$ cat config.mk
export PLATFORM = sky130hd
export DESIGN_NAME = dprf_regs_top
export DESIGN_NICKNAME = d
export VERILOG_FILES = /design/src/core/dprf_pkg.sv /design/src/core/dprf_regs_top.sv
export VERILOG_INCLUDE_DIRS = /design/src /design/src/core
export SDC_FILE = /design/constraint.sdc
export NUM_CORES = 1
export LEC_CHECK = 0
export ABC_CLOCK_PERIOD_IN_PS = 8900
export BUFFER_PORTS_ARGS = -buffer_cell sky130_fd_sc_hd__buf_2
export CORE_MARGIN = 10
export CORE_UTILIZATION = 55
export DETAILED_ROUTE_END_ITERATION = 16
export PLACE_DENSITY = 0.83
export SLEW_MARGIN = 15
export SYNTH_ARGS = -nofsm -noshare
export SYNTH_HDL_FRONTEND = slang
export SYNTH_SLANG_ARGS = --single-unit
export TNS_END_PERCENT = 1
$ cat constraint.sdc
create_clock -name mclk -period 8.9 [get_ports mclk]
set_clock_uncertainty 0.05 [all_clocks]
set_input_delay 1.78 -clock mclk [delete_from_list [all_inputs] [get_ports mclk]]
set_output_delay 1.78 -clock mclk [all_outputs]
set_load 0.05 [all_outputs]
$ cat src/core/dprf_regs.svh
// offsets, bit masks and reset values of the reference profile bank
// assumes byte-wide software access with byte addresses
// Behaviour
// - priority byte bit 7 picks phase threshold unit, 0 ps, 1 ns.
// - phase lock threshold is 16 bits, two bytes, low byte first.
// - selection priority, bits 2:0, ranks the reference at level 0 to 7.
// - promoted priority, bits 5:3, applies only while reference is active.
// - reference period is 40 bits of fs over five bytes, low first.
// - tolerances are 20 bits: two bytes plus low nibble of a third.
// - validation timer is 16 bits of ms, low byte first.
// - redetect timer is 16 bits of ms, low byte first.
// - frequency lock threshold is 24 bits of ps, low byte first.
// - each lock detector has its own 8-bit fill and drain rate bytes.
// - loop coefficient is fractional linear part times two to exponent.
// - linear parts are 16, 17, 17 and 15 bits, some split over bytes.
// - exponents are 6, 3, 4, 5, 5 and 5 bits, several split.
// - input divider is 30 bits and divides by value plus one.
// - fraction divider holds two 10-bit terms packed into three bytes.
// - second profile spans 0x0632 to 0x067f, input divider at 0x0650.
`ifndef DPRF_REGS_SVH
`define DPRF_REGS_SVH

`define DPRF_BASE 16'h0626
`define DPRF_LAST 16'h0653
`define DPRF_NBYTES 46
`define DPRF_I(a) ((a) - `DPRF_BASE)

`define DPRF_FRAC_P0 16'h0626
`define DPRF_PHTHR_P0 16'h0629
`define DPRF_PHFILL_P0 16'h062b
`define DPRF_PHDRAIN_P0 16'h062c
`define DPRF_FQTHR_P0 16'h062d
`define DPRF_FQFILL_P0 16'h0630
`define DPRF_FQDRAIN_P0 16'h0631
`define DPRF_PRIO_P1 16'h0632
`define DPRF_PERIOD_P1 16'h0633
`define DPRF_PAD_P1 16'h0638
`define DPRF_INTOL_P1 16'h063a
`define DPRF_OUTTOL_P1 16'h063d
`define DPRF_VALTMR_P1 16'h0640
`define DPRF_REDTMR_P1 16'h0642
`define DPRF_LOOP_P1 16'h0644
`define DPRF_RDIV_P1 16'h0650
`define DPRF_P1_FIRST 16'h0632
`define DPRF_P1_LAST 16'h067f
`define DPRF_STATUS 16'h067e

`define DPRF_PRIO_SCALE 7
`define DPRF_MASK_PRIO 8'hbf
`define DPRF_MASK_FRAC_MID 8'hf3
`define DPRF_MASK_LOW6 8'h3f
`define DPRF_MASK_NIB 8'h0f
`define DPRF_MASK_LOW7 8'h7f
`define DPRF_MASK_FULL 8'hff
`define DPRF_MASK_NONE 8'h00
`define DPRF_RESET_BYTE 8'h00
`define DPRF_NS_TO_PS 26'h00003e8

`endif

$ cat src/core/dprf_pkg.sv
// types of the reference profile bank
// assumes the offsets header is included by the users of these types
`default_nettype none
package dprf_pkg;
  typedef logic [7:0] dprf_byte_t;
  typedef struct packed {
    logic [45:0][7:0] mem;
    logic [7:0] rdata;
    logic [30:0] r_ratio;
    logic [25:0] ph_thr_ps;
    logic [2:0] eff_prio;
    logic prio_err;
  } dprf_state_s;
endpackage
`default_nettype wire

$ cat src/core/dprf_regs_top.sv
// byte register bank for profile settings of the clock synchroniser
// assumes a single-cycle strobe master on mclk that never waits
`timescale 1ns/1ps
`default_nettype none
`include "dprf_regs.svh"

module dprf_regs_top
  import dprf_pkg::*;
(
  // clock and reset
  input wire logic mclk,
  input wire logic rst_b,
  // register port
  input wire logic [15:0] addr,
  input wire logic [7:0] wdata,
  input wire logic wr_stb,
  input wire logic rd_stb,
  output logic [7:0] rdata,
  // context from the rest of the device
  input wire logic p0_phase_scale,
  input wire logic p1_ref_active,
  // profile 0 tail
  output logic [9:0] p0_frac_v,
  output logic [9:0] p0_frac_u,
  output logic [15:0] p0_phase_thr,
  output logic [25:0] p0_phase_thr_ps,
  output logic [7:0] p0_phase_fill,
  output logic [7:0] p0_phase_drain,
  output logic [23:0] p0_freq_thr,
  output logic [7:0] p0_freq_fill,
  output logic [7:0] p0_freq_drain,
  // profile 1 priorities and reference window
  output logic p1_phase_scale,
  output logic [2:0] p1_sel_prio,
  output logic [2:0] p1_prom_prio,
  output logic [2:0] p1_eff_prio,
  output logic p1_prio_err,
  output logic [39:0] p1_ref_period,
  output logic [19:0] p1_inner_tol,
  output logic [19:0] p1_outer_tol,
  output logic [15:0] p1_valid_timer,
  output logic [15:0] p1_redet_timer,
  // profile 1 loop filter
  output logic [15:0] p1_alpha0_lin,
  output logic [5:0] p1_alpha1_exp,
  output logic [2:0] p1_alpha2_exp,
  output logic [3:0] p1_alpha3_exp,
  output logic [16:0] p1_beta0_lin,
  output logic [4:0] p1_beta1_exp,
  output logic [16:0] p1_gamma0_lin,
  output logic [4:0] p1_gamma1_exp,
  output logic [14:0] p1_delta0_lin,
  output logic [4:0] p1_delta1_exp,
  // profile 1 input divider
  output logic [29:0] p1_rdiv,
  output logic [30:0] p1_rdiv_ratio
);

  ////////////////////////////////////////////////////////////////////////////
  // bit masks per byte address

  // one table serves both write masking and read masking
  function automatic dprf_byte_t byte_mask(input logic [15:0] a);
    if (a < `DPRF_BASE || a > `DPRF_LAST) begin
      return `DPRF_MASK_NONE;
    end
    unique case (a)
      16'h0627: return `DPRF_MASK_FRAC_MID;
      16'h0628: return `DPRF_MASK_LOW6;
      16'h0632: return `DPRF_MASK_PRIO;
      16'h0638, 16'h0639: return `DPRF_MASK_NONE;
      16'h063c, 16'h063f: return `DPRF_MASK_NIB;
      16'h0649: return `DPRF_MASK_LOW7;
      16'h064c: return `DPRF_MASK_LOW6;
      16'h0653: return `DPRF_MASK_LOW6;
      default: return `DPRF_MASK_FULL;
    endcase
  endfunction

  function automatic logic [5:0] byte_index(input logic [15:0] a);
    logic [15:0] d;
    d = `DPRF_I(a);
    return d[5:0];
  endfunction

  ////////////////////////////////////////////////////////////////////////////
  // state

  dprf_state_s s_q;
  dprf_state_s s_d;
  logic [45:0][7:0] m;
  logic [7:0] status_byte;
  logic [29:0] rdiv_d;
  logic [15:0] phthr_d;
  logic [2:0] sel_d;
  logic [2:0] prom_d;

  assign m = s_q.mem;
  // status is read only and reports the priority in force
  assign status_byte = {4'h0, s_q.eff_prio, s_q.prio_err};

  always_comb begin
    s_d = s_q;
    s_d.rdata = 8'h00;
    rdiv_d = 30'h00000000;
    phthr_d = 16'h0000;
    sel_d = 3'h0;
    prom_d = 3'h0;
    if (wr_stb && byte_mask(addr) != `DPRF_MASK_NONE) begin
      // unused bits are dropped on write so they read as zero
      s_d.mem[byte_index(addr)] = wdata & byte_mask(addr);
    end
    if (rd_stb) begin
      if (addr == `DPRF_STATUS) begin
        s_d.rdata = status_byte;
      end else begin
        s_d.rdata = s_q.mem[byte_index(addr)] & byte_mask(addr);
      end
    end
    rdiv_d = {s_d.mem[`DPRF_I(16'h0653)][5:0],
              s_d.mem[`DPRF_I(16'h0652)],
              s_d.mem[`DPRF_I(16'h0651)],
              s_d.mem[`DPRF_I(16'h0650)]};
    s_d.r_ratio = {1'b0, rdiv_d} + 31'h00000001;
    phthr_d = {s_d.mem[`DPRF_I(16'h062a)], s_d.mem[`DPRF_I(16'h0629)]};
    // ns threshold widened so it never wraps when turned into ps
    s_d.ph_thr_ps = p0_phase_scale ?
      26'(phthr_d * `DPRF_NS_TO_PS) : {10'h000, phthr_d};
    sel_d = s_d.mem[`DPRF_I(`DPRF_PRIO_P1)][2:0];
    prom_d = s_d.mem[`DPRF_I(`DPRF_PRIO_P1)][5:3];
    s_d.eff_prio = p1_ref_active ? prom_d : sel_d;
    // flag only; the ordering is the software's duty
    s_d.prio_err = prom_d > sel_d;
  end

  always_ff @(posedge mclk) begin
    if (!rst_b) begin
      s_q <= '0;
    end else begin
      s_q <= s_d;
    end
  end

  ////////////////////////////////////////////////////////////////////////////
  // field views

  assign rdata = s_q.rdata;

  assign p0_frac_v = {m[`DPRF_I(16'h0627)][1:0], m[`DPRF_I(16'h0626)]};
  assign p0_frac_u = {m[`DPRF_I(16'h0628)][5:0],
                      m[`DPRF_I(16'h0627)][7:4]};
  assign p0_phase_thr = {m[`DPRF_I(16'h062a)], m[`DPRF_I(16'h0629)]};
  assign p0_phase_thr_ps = s_q.ph_thr_ps;
  assign p0_phase_fill = m[`DPRF_I(`DPRF_PHFILL_P0)];
  assign p0_phase_drain = m[`DPRF_I(`DPRF_PHDRAIN_P0)];
  assign p0_freq_thr = {m[`DPRF_I(16'h062f)], m[`DPRF_I(16'h062e)],
                        m[`DPRF_I(16'h062d)]};
  assign p0_freq_fill = m[`DPRF_I(`DPRF_FQFILL_P0)];
  assign p0_freq_drain = m[`DPRF_I(`DPRF_FQDRAIN_P0)];

  assign p1_phase_scale = m[`DPRF_I(`DPRF_PRIO_P1)][`DPRF_PRIO_SCALE];
  assign p1_sel_prio = m[`DPRF_I(`DPRF_PRIO_P1)][2:0];
  assign p1_prom_prio = m[`DPRF_I(`DPRF_PRIO_P1)][5:3];
  assign p1_eff_prio = s_q.eff_prio;
  assign p1_prio_err = s_q.prio_err;
  assign p1_ref_period = {m[`DPRF_I(16'h0637)], m[`DPRF_I(16'h0636)],
                          m[`DPRF_I(16'h0635)], m[`DPRF_I(16'h0634)],
                          m[`DPRF_I(16'h0633)]};
  assign p1_inner_tol = {m[`DPRF_I(16'h063c)][3:0], m[`DPRF_I(16'h063b)],
                         m[`DPRF_I(16'h063a)]};
  assign p1_outer_tol = {m[`DPRF_I(16'h063f)][3:0], m[`DPRF_I(16'h063e)],
                         m[`DPRF_I(16'h063d)]};
  assign p1_valid_timer = {m[`DPRF_I(16'h0641)], m[`DPRF_I(16'h0640)]};
  assign p1_redet_timer = {m[`DPRF_I(16'h0643)], m[`DPRF_I(16'h0642)]};

  // linear parts are fractions below one; exponents are plain integers
  assign p1_alpha0_lin = {m[`DPRF_I(16'h0645)], m[`DPRF_I(16'h0644)]};
  assign p1_alpha1_exp = m[`DPRF_I(16'h0646)][5:0];
  assign p1_alpha2_exp = {m[`DPRF_I(16'h0647)][0],
                          m[`DPRF_I(16'h0646)][7:6]};
  assign p1_alpha3_exp = m[`DPRF_I(16'h064f)][7:4];
  assign p1_beta0_lin = {m[`DPRF_I(16'h0649)][1:0], m[`DPRF_I(16'h0648)],
                         m[`DPRF_I(16'h0647)][7:1]};
  assign p1_beta1_exp = m[`DPRF_I(16'h0649)][6:2];
  assign p1_gamma0_lin = {m[`DPRF_I(16'h064c)][0], m[`DPRF_I(16'h064b)],
                          m[`DPRF_I(16'h064a)]};
  assign p1_gamma1_exp = m[`DPRF_I(16'h064c)][5:1];
  assign p1_delta0_lin = {m[`DPRF_I(16'h064e)][6:0],
                          m[`DPRF_I(16'h064d)]};
  assign p1_delta1_exp = {m[`DPRF_I(16'h064f)][3:0],
                          m[`DPRF_I(16'h064e)][7]};
  assign p1_rdiv = {m[`DPRF_I(16'h0653)][5:0], m[`DPRF_I(16'h0652)],
                    m[`DPRF_I(16'h0651)], m[`DPRF_I(16'h0650)]};
  assign p1_rdiv_ratio = s_q.r_ratio;
endmodule
`default_nettype wire

=== After elaboration in Yosys (flattened, before gate mapping) ===
Index checks and enable logic that the tools add are counted.
W data, S select, Z words.

* Add/sub/neg operators: 2
* Multipliers: 1
* Magnitude comparators: 5
* Eq/ne operators: 11
* Mux-type cells: 21
* Bitwise gates (word level): 4
* Reduce and logical (&&, ||, !) cells: 11

{| class="wikitable"
|+ Operators by type and width
! cell !! number
|-
| $bwmux W368 || 1
|-
| $mux W366 || 1
|-
| $eq A16 B11 Y1 const B || 11
|-
| $mux W8 || 9
|-
| $bmux W8 S6 || 1
|-
| $demux W8 S6 || 1
|-
| $pmux W8 S6 || 1
|-
| $add A30 B1 Y31 const B || 1
|-
| $mul A16 B7 Y23 const B || 1
|-
| $and A8 B8 Y8 || 2
|-
| $gt A16 B11 Y1 const B || 1
|-
| $lt A16 B11 Y1 const B || 1
|-
| $mux W16 || 1
|-
| $reduce_bool A8 Y1 || 1
|-
| $lt A6 B7 Y1 const B || 1
|-
| $ge A6 B1 Y1 const B || 1
|-
| $reduce_or A2 Y1 || 3
|-
| $reduce_or A3 Y1 || 2
|-
| $sub A6 B6 Y6 const B || 1
|-
| $mux W1 || 4
|-
| $mux W4 || 1
|-
| $reduce_and A2 Y1 || 2
|-
| $gt A3 B3 Y1 || 1
|-
| $mux W3 || 1
|-
| 3 further kinds || 5
|}

* Register bits: 437
* Input port bits: 30
* Output and inout port bits: 403

=== Logic depth before layout (Yosys ltp) ===
Gate-level depths: netlist of the first run.

* Depth after elaboration: 14
* Gate-level depth with buffers: 25
* Depth with buffers taken out: 23

=== Least setup slack after synthesis of the first run ===
Ideal clock, no wire load.

* Path kind: input to register
* Start: input port addr[13]
* End: register s_q (netlist bit p0_phase_thr_ps[24])
* Setup time: 127 ps
* Arrival: 8,179 ps
* Setup slack: 544 ps
* Stages: 22
* Path buffers: 1
* Cell sequence: nor4_4 -> nand3b_2 -> buf_2 -> nor4_4 -> nand2_1 -> nor2_2 -> mux2i_1 -> inv_1 -> fa_1 -> fa_1 -> inv_1 -> fa_1 -> fa_1 -> inv_1 -> ha_1 -> a21o_1 -> a2111oi_0 -> nor3_1 -> o31ai_1 -> o21ai_0 -> xnor2_1 -> nor2_1

* Cells in the longest elaborated chain, start to end: 10
* Elaborated cells on any way between the ends: 28

{| class="wikitable"
|+ Ends and longest elaborated chain
! what !! RTL line !! RTL
|-
| from (decl) || dprf_regs_top.sv:14 || <nowiki>input wire logic [15:0] addr,</nowiki>
|-
| $lt A16 B11 Y1 (no source line) or $gt A16 B11 Y1 (tied branches) || -- ||
|-
| $logic_or A1 B1 Y1 (no source line) || -- ||
|-
| $mux W1 || dprf_regs_top.sv:64 || <nowiki>if (a < `DPRF_BASE || a > `DPRF_LAST) begin</nowiki>
|-
| $mux W1 || dprf_regs_top.sv:109 || <nowiki>if (wr_stb && byte_mask(addr) != `DPRF_MASK_NONE) begin</nowiki>
|-
| $mux W8 || dprf_regs_top.sv:67 || <nowiki>unique case (a)</nowiki>
|-
| $mux W8 || dprf_regs_top.sv:109 ||
|-
| $and A8 B8 Y8 || dprf_regs_top.sv:111 || <nowiki>s_d.mem[byte_index(addr)] = wdata & byte_mask(addr);</nowiki>
|-
| $bwmux W368 || dprf_regs_top.sv:111 ||
|-
| $mux W366 * || dprf_regs_top.sv:109 ||
|-
| net phthr_d[1] || dprf_regs_top.sv:94 || <nowiki>logic [15:0] phthr_d;</nowiki>
|-
| $mul A16 B7 Y23 (no source line) * || -- ||
|-
| to (signal assigned) || dprf_regs_top.sv:138 || <nowiki>s_q <= '0;</nowiki>
|-
| to (signal assigned) || dprf_regs_top.sv:140 || <nowiki>s_q <= s_d;</nowiki>
|-
| to (decl) || dprf_regs_top.sv:89 || <nowiki>dprf_state_s s_q;</nowiki>
|}

Mark *: on every way through the listed nets, which the timed path passes. The rest lies on a longest branch. The select of a mux whose other input is x is not followed.
A chain may end at the register's enable or synchronous reset.

=== Worst setup path after layout of the first run ===
* Start: input port addr[1]
* End: register s_q (netlist bit p0_phase_thr_ps[22])

* Cells in the longest elaborated chain, start to end: 10
* Elaborated cells on any way between the ends: 34

{| class="wikitable"
|+ Ends and longest elaborated chain
! what !! RTL line
|-
| parallel branches: the longest is 8 deep, another holds $lt A6 B7 Y1 || --
|-
| $mux W366 * || dprf_regs_top.sv:109
|-
| net phthr_d[3] || dprf_regs_top.sv:94
|-
| $mul A16 B7 Y23 (no source line) * || --
|}

Mark *: on every way through the listed nets, which the timed path passes. The select of a mux whose other input is x is not followed.

==> results of run 1 <==
==> sequential cells by signal, summed over array words and instances (netlist names), 17 cells and up <==
signal / cells
p1_beta0_lin: 17
p1_outer_tol: 20
m: 34
p1_inner_tol: 20
p1_ref_period: 40
p1_rdiv_ratio: 31
p1_gamma0_lin: 17
p0_phase_thr_ps: 26
p1_rdiv: 30
p0_freq_thr: 24
==> logic make-up after synthesis <==
group | Yosys count
compound gates | 274
buf+inv | 595
simple gates | 703
xor+xnor | 40
mux | 450
flops | 437
fa+ha+maj | 110
==> power breakdown <==
group / switching [mW] / internal [mW] / total, mW
Sequential: 0.00121 / 1.96 / 1.96
Clock: 0.838 / 1.21 / 2.04
Combinational: 0.140 / 0.0577 / 0.198
Total: 0.979 / 3.22 / 4.20
==> cell usage after synthesis, types with 4 or more instances <==
master | number | area (µm²)
buf_2 | 22 | 110.1
inv_1 | 99 | 371.6
nor4b_1 | 4 | 35.03
o31a_1 | 7 | 61.31
xnor2_1 | 28 | 245.2
nand2_1 | 132 | 495.5
a21o_1 | 9 | 67.56
xor2_1 | 12 | 105.1
o21ai_0 | 81 | 405.4
o41ai_1 | 4 | 35.03
nor4_2 | 5 | 62.56
and2_1 | 20 | 125.1
nor2_1 | 384 | 1441
fa_1 | 48 | 960.9
nor4_1 | 17 | 106.4
nor3_1 | 25 | 125.1
buf_1 | 18 | 67.56
or3_1 | 10 | 62.56
dfxtp_1 | 437 | 8748
nor2_2 | 6 | 37.54
and3_1 | 14 | 87.58
nand4_1 | 11 | 68.82
nand2b_1 | 8 | 50.05
a22oi_1 | 16 | 120.1
o32ai_1 | 4 | 35.03
mux4_2 | 96 | 2162
ha_1 | 61 | 763.2
a211oi_1 | 12 | 90.09
nor3b_1 | 5 | 37.54
clkbuf_1 | 115 | 431.7
mux2_1 | 5 | 56.30
mux2_2 | 21 | 236.5
nor2b_1 | 6 | 37.54
mux2i_1 | 326 | 3263
buf_4 | 335 | 2515
a21oi_1 | 99 | 495.5
o31ai_1 | 9 | 67.56
nand3_1 | 25 | 125.1
==> area by class of cell <==
| cell class | instances | area, µm² |
|---|---|---|
| fill | 3763 | 18370 |
| multi-input combinational | 1577 | 12810 |
| sequential | 437 | 8748 |
| timing repair buffer | 480 | 2531 |
| clock buffer | 60 | 1264 |
| tap | 600 | 750.7 |
| inverter | 101 | 386.6 |
| clock inverter | 20 | 312.8 |
| antenna | 5 | 12.51 |
==> stage by stage <==
step / worst slack, ps / std cells / cell area, µm²
floorplan: 543.6 / 2609 / 25050
CTS: 875.7 / 3275 / 26800
detailed placement: 309.0 / 3195 / 25230
global route: 312.0 / 3278 / 26810
global placement: 363.0 / 3195 / 25230
finish: 786.2 / 3280 / 26810
==> routing by layer <==
metal,up-vias,part of all wire (%),global-route usage [%]
met5,-,0,0
met4,0,3.7,10.97
met3,196,11,8.202
met2,1170,47,49.49
met1,9834,38,38.10
li1,8693,-,-
==> final timing paths <==
check                           slack, ps                             end  cells past startpoint                       start
worst max-delay path                  790  p0_phase_thr_ps[22]$_SDFF_PN0_                     24                     addr[1]
worst min-delay path                  440             m[182]$_SDFFE_PN0P_                      2         m[182]$_SDFFE_PN0P_
worst max register to register       3370  p0_phase_thr_ps[22]$_SDFF_PN0_                     17  p0_phase_thr[0]$_SDFF_PN0_
worst min register to register        440             m[182]$_SDFFE_PN0P_                      2         m[182]$_SDFFE_PN0P_
==> worst max-delay path: stages <==
cell and delay [ps]:
buf_6 130, ha_1 310, nor3_1 360, xor2_1 240, and3_1 240, nand2_1 140
nor2_2 260, buf_4 210, mux2i_1 350, inv_1 170, ha_1 380, fa_1 490
inv_1 50, fa_1 480, fa_1 520, inv_1 40, ha_1 330, a21o_1 200
a2111oi_0 590, nor3_1 220, o31ai_1 550, o21ai_0 220, xnor2_1 170, nor2_1 50
==> summary.txt, run 1 <==
Worst setup path
  • CP required: 9310 ps
  • Crit path DAT: 8520 ps
  • Type of origin of the critical path: input pin
  • Critical Path Fanout Max: 15
  • Critical Path End Type: register
  • Crit Path Category: in2reg

STA
  • Worst slew pin tran: 1240 ps
  • Hold Slack: 436.5 ps
  • Setup_tns: 0 ps
  • Endpoints failing setup: 0
  • RSZ-0062 raised after global routing: no
  • Tmin final: 8114 ps
  • Worst slew margin: 17.03%
  • F_max: 123.2 MHz
  • Final Hold Vio Count: 0
  • Fin. max-slew vios: 0
  • Fin crit share: 91.17%

Placement
  • IO Port Bufs: 432
  • RePlAce Congestion: 0.9315
  • Detailed Place HPWL: 61490 µm

Yosys
  • Main synth FF type: dfxtp_1
  • Post-Synthesis Cells: 2609
  • Post-Syn Area: 25050 µm²
  • Avg Cell Area, Syn: 9.600 µm²
  • EDFF count, synth: 0
  • Post-synthesis simple-gate area fraction: 12.87%
  • Post-Synth XOR/XNOR Area: 1.399%
  • Post-synthesis adder-cell area fraction: 6.924%
  • Synth Area in Compound Gates: 6.759%
  • Yosys reg bits: 437
  • YS warnings: 0
  • Library cells used by synthesis: 84
  • FFs w/ async S/R, synth: 0%
  • Post-synthesis net count: 2748
  • Seq/Total Area, Yosys: 34.93%
  • Largest family of logic cells by synthesized area: multiplexers
  • Mux contribution to synthesized area: 22.98%

GRT
  • Largest net degree at the start of global routing: 132
  • Initial antenna violation count: 5
  • Vias in the first global route: 19990
  • First-pass GRT wire length: 126700 µm
  • Overall Global Routing Usage: 30.37%
  • Grt total ovfl: 0

Clock network
  • CTS tree: yes
  • Setup bufs post-CTS: 0
  • CTS max path bufs: 3
  • Clock Sink Count: 437
  • Cts repair resizes: 0
  • H-Tree Depth: 2
  • CTS buffer count: 46
  • Clock root buffer: clkbuf_16
  • Register clock-pin slew on the reported worst setup and hold paths: 60 ps
  • Hold_buf cts: 0
  • Worst-skew pair later-pin latency: 600 ps

Detailed routing
  • DR DRC count: 0
  • Final ANT Viol Nets: 0
  • Iter 0 DRT Violations: 1988
  • Routed WL per cell: 25.99 µm
  • Detailed Route WL: 85260 µm
  • Vias: 19890
  • Routed vias/inst: 6.065
  • Pre-antenna DRT Iters: 6

Final layout
  • Final design utilization: 59.34%
  • Area Growth Syn to Fin: 7.064%
  • Commonest non-fill, non-tap cell in the layout: dfxtp_1
  • Share of post-route cells with drive strength above 1: 26.77%
  • NumNets Final: 2782
  • Most frequent cells in the layout: dfxtp_1 (437), buf_2 (430), nor2_1 (384)

Pwr
  • Tot Pwr: 4.201 mW
  • VDD IR max: 0.1320 mV
  • Power Density: 156.7 nW/µm²
  • Leakage power: 11.32 nW

Floorplan
  • Initial Utilization: 55.43%
  • Die extent in y: 233.4 µm
  • Core area: 45190 µm²
  • Io pins: 433
  • Row count: 78
  • Die Wd: 233.4 µm
  • DIE AREA: 54470 µm²

Run
  • Max-Cap Viols: 0

Run status
  • Status: complete, no violations

Worst hold path
  • HP Class: reg2reg
Power figures use the tool's default switching activity.
==> inputs of run 2 (changes only) <==
BUFFER_PORTS_ARGS = not set   (was -buffer_cell sky130_fd_sc_hd__buf_2)
CORE_MARGIN = not set   (was 10)
DONT_BUFFER_PORTS = 1   (was not set)
PLACE_DENSITY = 0.75   (was 0.83)
==> summary.txt, run 2 (synthesis results as in run 1) <==
Run status
  • Status: complete, no violations

STA
  • Final Hold Vio Count: 0 (unchanged)
  • Setup WS post-layout: 859.9 ps (+73.67 ps)
  • F_max: 124.4 MHz (+0.92%)
  • Tmin final: 8040 ps (-73.67 ps)
  • Worst slew pin tran: 1394 ps (+153.7 ps)
  • Fin crit share: 90.34% (-0.83 points)
  • Endpoints failing setup: 0 (unchanged)
  • RSZ-0062 raised after global routing: no
  • Fin. max-slew vios: 0 (unchanged)
  • Worst slew margin: 7.085% (-9.9 points)
  • Setup_tns: 0 ps (unchanged)

Worst setup path
  • Kind of cell adding the most delay to the critical path: adder cells
  • Crit path DAT: 8450 ps (-70 ps)
  • WP depth: 22 (-8.3%)
  • Critical Path Fanout Max: 104 (+89)
  • Critical Path End Type: register
  • CP required: 9310 ps (about the same)
  • Crit path cell chain: ha_1, nor3_1, xor2_1, and3_1, nand2_1, nor2_2, buf_4, mux2i_1, inv_1, ha_1, fa_1, inv_1, fa_1, fa_1, inv_1, ha_1, a2111oi_0, nor3_1, o31ai_1, o21ai_0, mux2i_1, o311ai_0
  • Critical-path top delay cell: a2111oi_0
  • Crit path largest cell delay: 590 ps (about the same)
  • Critical path buffer and inverter count: 4 (-1)
  • Type of origin of the critical path: input pin
  • Crit Path Category: in2reg
  • Worst Reg-to-Reg Cells: 16 (-1)

Pwr
  • Tot Pwr: 4.073 mW (-3.1%)
  • Leakage power: 8.884 nW (-21%)
  • VDD IR max: 0.1848 mV (+40%)
  • Power Density: 166.1 nW/µm² (+6.0%)

Clock network
  • Worst-skew pair later-pin latency: 600 ps (about the same)
  • Setup bufs post-CTS: 0 (unchanged)
  • Cts repair resizes: 0 (unchanged)
  • Register clock-pin slew on the reported worst setup and hold paths: 70 ps (about the same)
  • Clock Sink Count: 437 (unchanged)
  • Clock root buffer: clkbuf_16
  • CTS buffer count: 46 (unchanged)
  • Hold_buf cts: 0 (unchanged)
  • CTS tree: yes
  • CTS max path bufs: 3 (unchanged)
  • H-Tree Depth: 2 (unchanged)

Detailed routing
  • Vias: 18020 (-9.4%)
  • Detailed Route WL: 78730 µm (-7.7%)
  • Routed WL per cell: 27.86 µm (+7.2%)
  • Routed vias/inst: 6.378 (+5.2%)
  • DR DRC count: 0 (unchanged)
  • Pre-antenna DRT Iters: 6 (unchanged)
  • Final ANT Viol Nets: 0 (unchanged)
  • Iter 0 DRT Violations: 1901 (-4.4%)

Floorplan
  • Row count: 77 (-1.3%)
  • Die Wd: 215.4 µm (-7.7%)
  • Core area: 44610 µm² (-1.3%)
  • DIE AREA: 46400 µm² (-15%)
  • Initial Utilization: 56.15% (+0.72 points)
  • Io pins: 433 (unchanged)
  • Die extent in y: 215.4 µm (-7.7%)

GRT
  • GRT met3 Usage: 11.30% (+3.1 points)
  • GR Util met1: 41.52% (+3.4 points)
  • Largest net degree at the start of global routing: 256 (+94%)
  • First-pass GRT wire length: 117200 µm (-7.4%)
  • Grt met2 use: 52.91% (+3.4 points)
  • GR peak layer: met2
  • Overall Global Routing Usage: 33.45% (+3.1 points)
  • Vias in the first global route: 17710 (-11%)
  • Initial antenna violation count: 3 (-2)
  • Grt total ovfl: 0 (unchanged)

Worst hold path
  • Hold Path Depth: 2 (unchanged)
  • HP Class: reg2reg

Run
  • Max-Cap Viols: 0 (unchanged)

Placement
  • Place WS: 430.2 ps (+121.2 ps)
  • RePlAce Congestion: 0.9108 (-2.2%)
  • Detailed Place HPWL: 55500 µm (-9.8%)
  • IO Port Bufs: 0 (-100%)

Final layout
  • Commonest non-fill, non-tap cell in the layout: dfxtp_1
  • Most frequent cells in the layout: dfxtp_1 (437), nor2_1 (383), mux2i_1 (326)
  • Multi-input gate area in the final layout: 12810 µm² (about the same)
  • NumNets Final: 2340 (-16%)
  • Area Growth Syn to Fin: -2.068%
  • Final design utilization: 54.99% (-4.4 points)
  • Largest register FFs: 40 (unchanged)
  • Share of post-route cells with drive strength above 1: 12.44% (-14 points)
  • Fillers: 3855 (+2.4%)
  • FF+latch area: 8748 µm² (unchanged)
  • Ant diodes: 0 (-5)
-- run 2: cell types whose count changed in the layout (fill, tap and decap cells not counted), moves of 2 or more --
cell and change:
clkinvlp_4 +2, clkbuf_8 +5, clkinv_4 -2, bufinv_16 -4, diode_2 -5, buf_2 -430
buf_4 -12, clkbuf_1 -2
-- run 2: final cells by class --
class	instances	share of cell area [%]
Inverter	101	1.576
Clock buffer	63	5.402
Multi-Input combinational cell	1577	52.23
Clock inverter	18	0.8876
Tap cell	592	3.020
Sequential cell	437	35.67
Timing Repair Buffer	38	1.214
-- run 2: final timing paths --
check	startpoint	to	slack [ps]
hold reg to reg	m[182]$_SDFFE_PN0P_	m[182]$_SDFFE_PN0P_	430
setup / recovery	addr[1]	p0_phase_thr_ps[23]$_SDFF_PN0_	860
hold / removal	m[182]$_SDFFE_PN0P_	m[182]$_SDFFE_PN0P_	430
setup reg to reg	p0_phase_thr[0]$_SDFF_PN0_	p0_phase_thr_ps[23]$_SDFF_PN0_	2880
-- run 2: metal layers --
layer	up-vias	wire [µm]	share of wire (%)
met3	207	9457	12
met1	8951	29800	38
li1	7791	-	-
met4	6	3645	4.6
met5	-	34	0.043
met2	1068	35790	45
-- run 2: stage by stage --
step | instance area (µm²) | cells | hold slack (ps)
floorplan | 25050 | 2609 | 396.6
global placement | 22980 | 2745 | 408.5
detailed placement | 22980 | 2745 | 417.6
CTS | 24520 | 2826 | 425.7
global route | 24530 | 2826 | 467.2
finish | 24530 | 2826 | 432.1
-- run 2: power breakdown --
group          leakage, nW  internal, mW  switching [mW]
Clock                0.761          1.13           0.828
Sequential            3.52          1.96         0.00862
Combinational         4.60        0.0499          0.0936
-- run 2: tightest hold or removal path, delay by kind of cell, from the launching register on --
family / cells / cell delay (ps)
compound gates: 2 / 130
flops: 1 / 310
==> inputs of run 3 (changes only) <==
CTS_BUF_LIST = sky130_fd_sc_hd__clkbuf_2   (was not set)
==> summary.txt, run 3 (synthesis results as in run 1) <==
STA
  • Hold Slack: 432.8 ps (+0.6470 ps)
  • Endpoints failing setup: 0 (unchanged)
  • RSZ-0062 raised after global routing: no
  • Tmin final: 7499 ps (-541.2 ps)
  • Fin. max-slew vios: 0 (unchanged)
  • Fin crit share: 84.26% (-6.1 points)
  • F_max: 133.4 MHz (+7.2%)
  • Final Hold Vio Count: 0 (unchanged)
  • Worst slew pin tran: 1297 ps (-96.76 ps)
  • Setup_tns: 0 ps (unchanged)
  • Setup WS post-layout: 1401 ps (+541.2 ps)
  • Worst slew margin: 13.54% (+6.5 points)

Worst setup path
  • Critical Path End Type: register
  • Crit path largest cell delay: 610 ps (+20 ps)
  • R2R setup slack: 2870 ps (about the same)
  • Critical-path top delay cell: o31ai_1
  • CP required: 9880 ps (+570 ps)
  • Crit Path Category: in2reg
  • Type of origin of the critical path: input pin
  • Crit path DAT: 8480 ps (+30 ps)
  • Critical Path Fanout Max: 104 (unchanged)
  • Crit path cell chain: ha_1, nor3_1, xor2_1, and3_1, nand2_1, nor2_2, buf_4, mux2i_1, inv_1, ha_1, fa_1, inv_1, fa_1, fa_1, inv_1, ha_1, a21o_1, a2111oi_0, nor3_1, o31ai_1, o21ai_0, xnor2_1, nor2_1

GRT
  • Largest net degree at the start of global routing: 256 (unchanged)
  • Grt total ovfl: 0 (unchanged)
  • Vias in the first global route: 18270 (+3.2%)
  • First-pass GRT wire length: 118200 µm (+0.81%)
  • Initial antenna violation count: 3 (unchanged)
  • Overall Global Routing Usage: 33.84% (+0.39 points)

Detailed routing
  • Detailed Route WL: 79130 µm (+0.52%)
  • DR DRC count: 0 (unchanged)
  • WL met2: 36140 µm (+0.96%)
  • Met3 wire len: 9560 µm (+1.1%)
  • Vias: 18480 (+2.6%)
  • Wl on met1: 29980 µm (+0.61%)
  • Routed WL per cell: 26.92 µm (-3.4%)
  • Iter 0 DRT Violations: 2048 (+7.7%)
  • Top layer in use: met4
  • Final ANT Viol Nets: 0 (unchanged)
  • Routed vias/inst: 6.287 (-1.4%)
  • Pre-antenna DRT Iters: 6 (unchanged)

Run
  • Max-Cap Viols: 0 (unchanged)

Pwr
  • Tot Pwr: 3.418 mW (-16%)
  • Leakage power: 8.835 nW (-0.55%)
  • VDD IR max: 0.1105 mV (-40%)
  • Power Density: 142.9 nW/µm² (-14%)

Placement
  • Area of placed instances: 22980 µm² (unchanged)
  • RePlAce Congestion: 0.9108 (unchanged)
  • Place WS: 430.2 ps (unchanged)
  • IO Port Bufs: 0 (unchanged)
  • Detailed Place HPWL: 55500 µm (unchanged)

Clock network
  • Clock root buffer: clkbuf_2
  • Setup bufs post-CTS: 0 (unchanged)
  • CTS tree: yes
  • CTS buffer count: 110 (+140%)
  • CTS max path bufs: 3 (unchanged)
  • Clock Sink Count: 437 (unchanged)
  • Cts repair resizes: 0 (unchanged)
  • Register clock-pin slew on the reported worst setup and hold paths: 100 ps (+30 ps)
  • Worst-skew pair later-pin latency: 1200 ps (+600 ps)
  • Hold_buf cts: 0 (unchanged)
  • H-Tree Depth: 3 (+1)

Final layout
  • Most frequent cells in the layout: dfxtp_1 (437), nor2_1 (384), mux2i_1 (326)
  • Largest register FFs: 40 (unchanged)
  • Area Growth Syn to Fin: -4.476%
  • Share of post-route cells with drive strength above 1: 15.61% (+3.2 points)
  • Final instance area: 23920 µm² (-2.5%)
  • Commonest non-fill, non-tap cell in the layout: dfxtp_1
  • NumNets Final: 2404 (+2.7%)

Floorplan
  • Initial Utilization: 56.15% (unchanged)
  • Io pins: 433 (unchanged)
  • DIE AREA: 46400 µm² (unchanged)
  • Row count: 77 (unchanged)
  • Core area: 44610 µm² (unchanged)
  • Die Wd: 215.4 µm (unchanged)
  • Die extent in y: 215.4 µm (unchanged)

Run status
  • Status: complete, no violations

Worst hold path
  • HP Class: reg2reg
==> run 3: cell types whose count changed in the layout (fill, tap and decap cells not counted), moves of 3 or more <==
| cell | change |
|---|---|
| clkbuf_2 | +148 |
| clkbuf_1 | -6 |
| clkinv_1 | +28 |
| inv_2 | +3 |
| bufinv_16 | -3 |
| diode_2 | +4 |
| clkbuf_16 | -46 |
| clkbuf_8 | -11 |
==> run 3: report_power, final <==
| group | internal (mW) | total (mW) | switching [mW] | leakage (nW) |
|---|---|---|---|---|
| sequential | 1.96 | 1.96 | 0.00864 | 3.52 |
| combinational | 0.0499 | 0.143 | 0.0933 | 4.60 |
| clock | 0.460 | 1.31 | 0.850 | 0.712 |
| total | 2.47 | 3.42 | 0.952 | 8.84 |
==> run 3: metrics by stage <==
step           std cells  utilization (%)
6_report            2940            53.63
5_1_grt             2940            53.63
4_1_cts             2936            53.61
3_5_place_dp        2745            51.52
3_3_place_gp        2745            51.52
2_1_floorplan       2609                -
==> run 3: worst paths after layout <==
kind	cells past startpoint	endpoint	start
worst max-delay path	23	p0_phase_thr_ps[24]$_SDFF_PN0_	addr[1]
worst min-delay path	2	m[180]$_SDFFE_PN0P_	m[180]$_SDFFE_PN0P_
worst max register to register	17	p0_phase_thr_ps[24]$_SDFF_PN0_	p0_phase_thr[0]$_SDFF_PN0_
worst min register to register	2	m[180]$_SDFFE_PN0P_	m[180]$_SDFFE_PN0P_
==> run 3: final cells by class <==
class | instances | area [µm²]
Antenna cell | 4 | 10.01
Clock buffer | 148 | 740.7
Clock inverter | 43 | 188.9
Fill cell | 3957 | 20680
Inverter | 101 | 386.6
Multi-Input combinational cell | 1577 | 12810
Sequential cell | 437 | 8748
Tap cell | 592 | 740.7
Timing Repair Buffer | 38 | 297.8
==> run 3: layer usage <==
layer,track usage (%),vias up
li1,-,8005
met1,41.51,9139
met2,53.27,1142
met3,12.43,197
met4,14.78,0
met5,0,-
==> run 3: critical path: cells and delay by family <==
| kind | cells | cell delay [ps] |
|---|---|---|
| adders and majority gates | 6 | 2490 |
| AOI/OAI and AO/OA | 4 | 1660 |
| and+or+nand+nor | 6 | 1230 |
| buffers and inverters | 4 | 500 |
| xor gates and xnor gates | 2 | 410 |
| muxes | 1 | 370 |
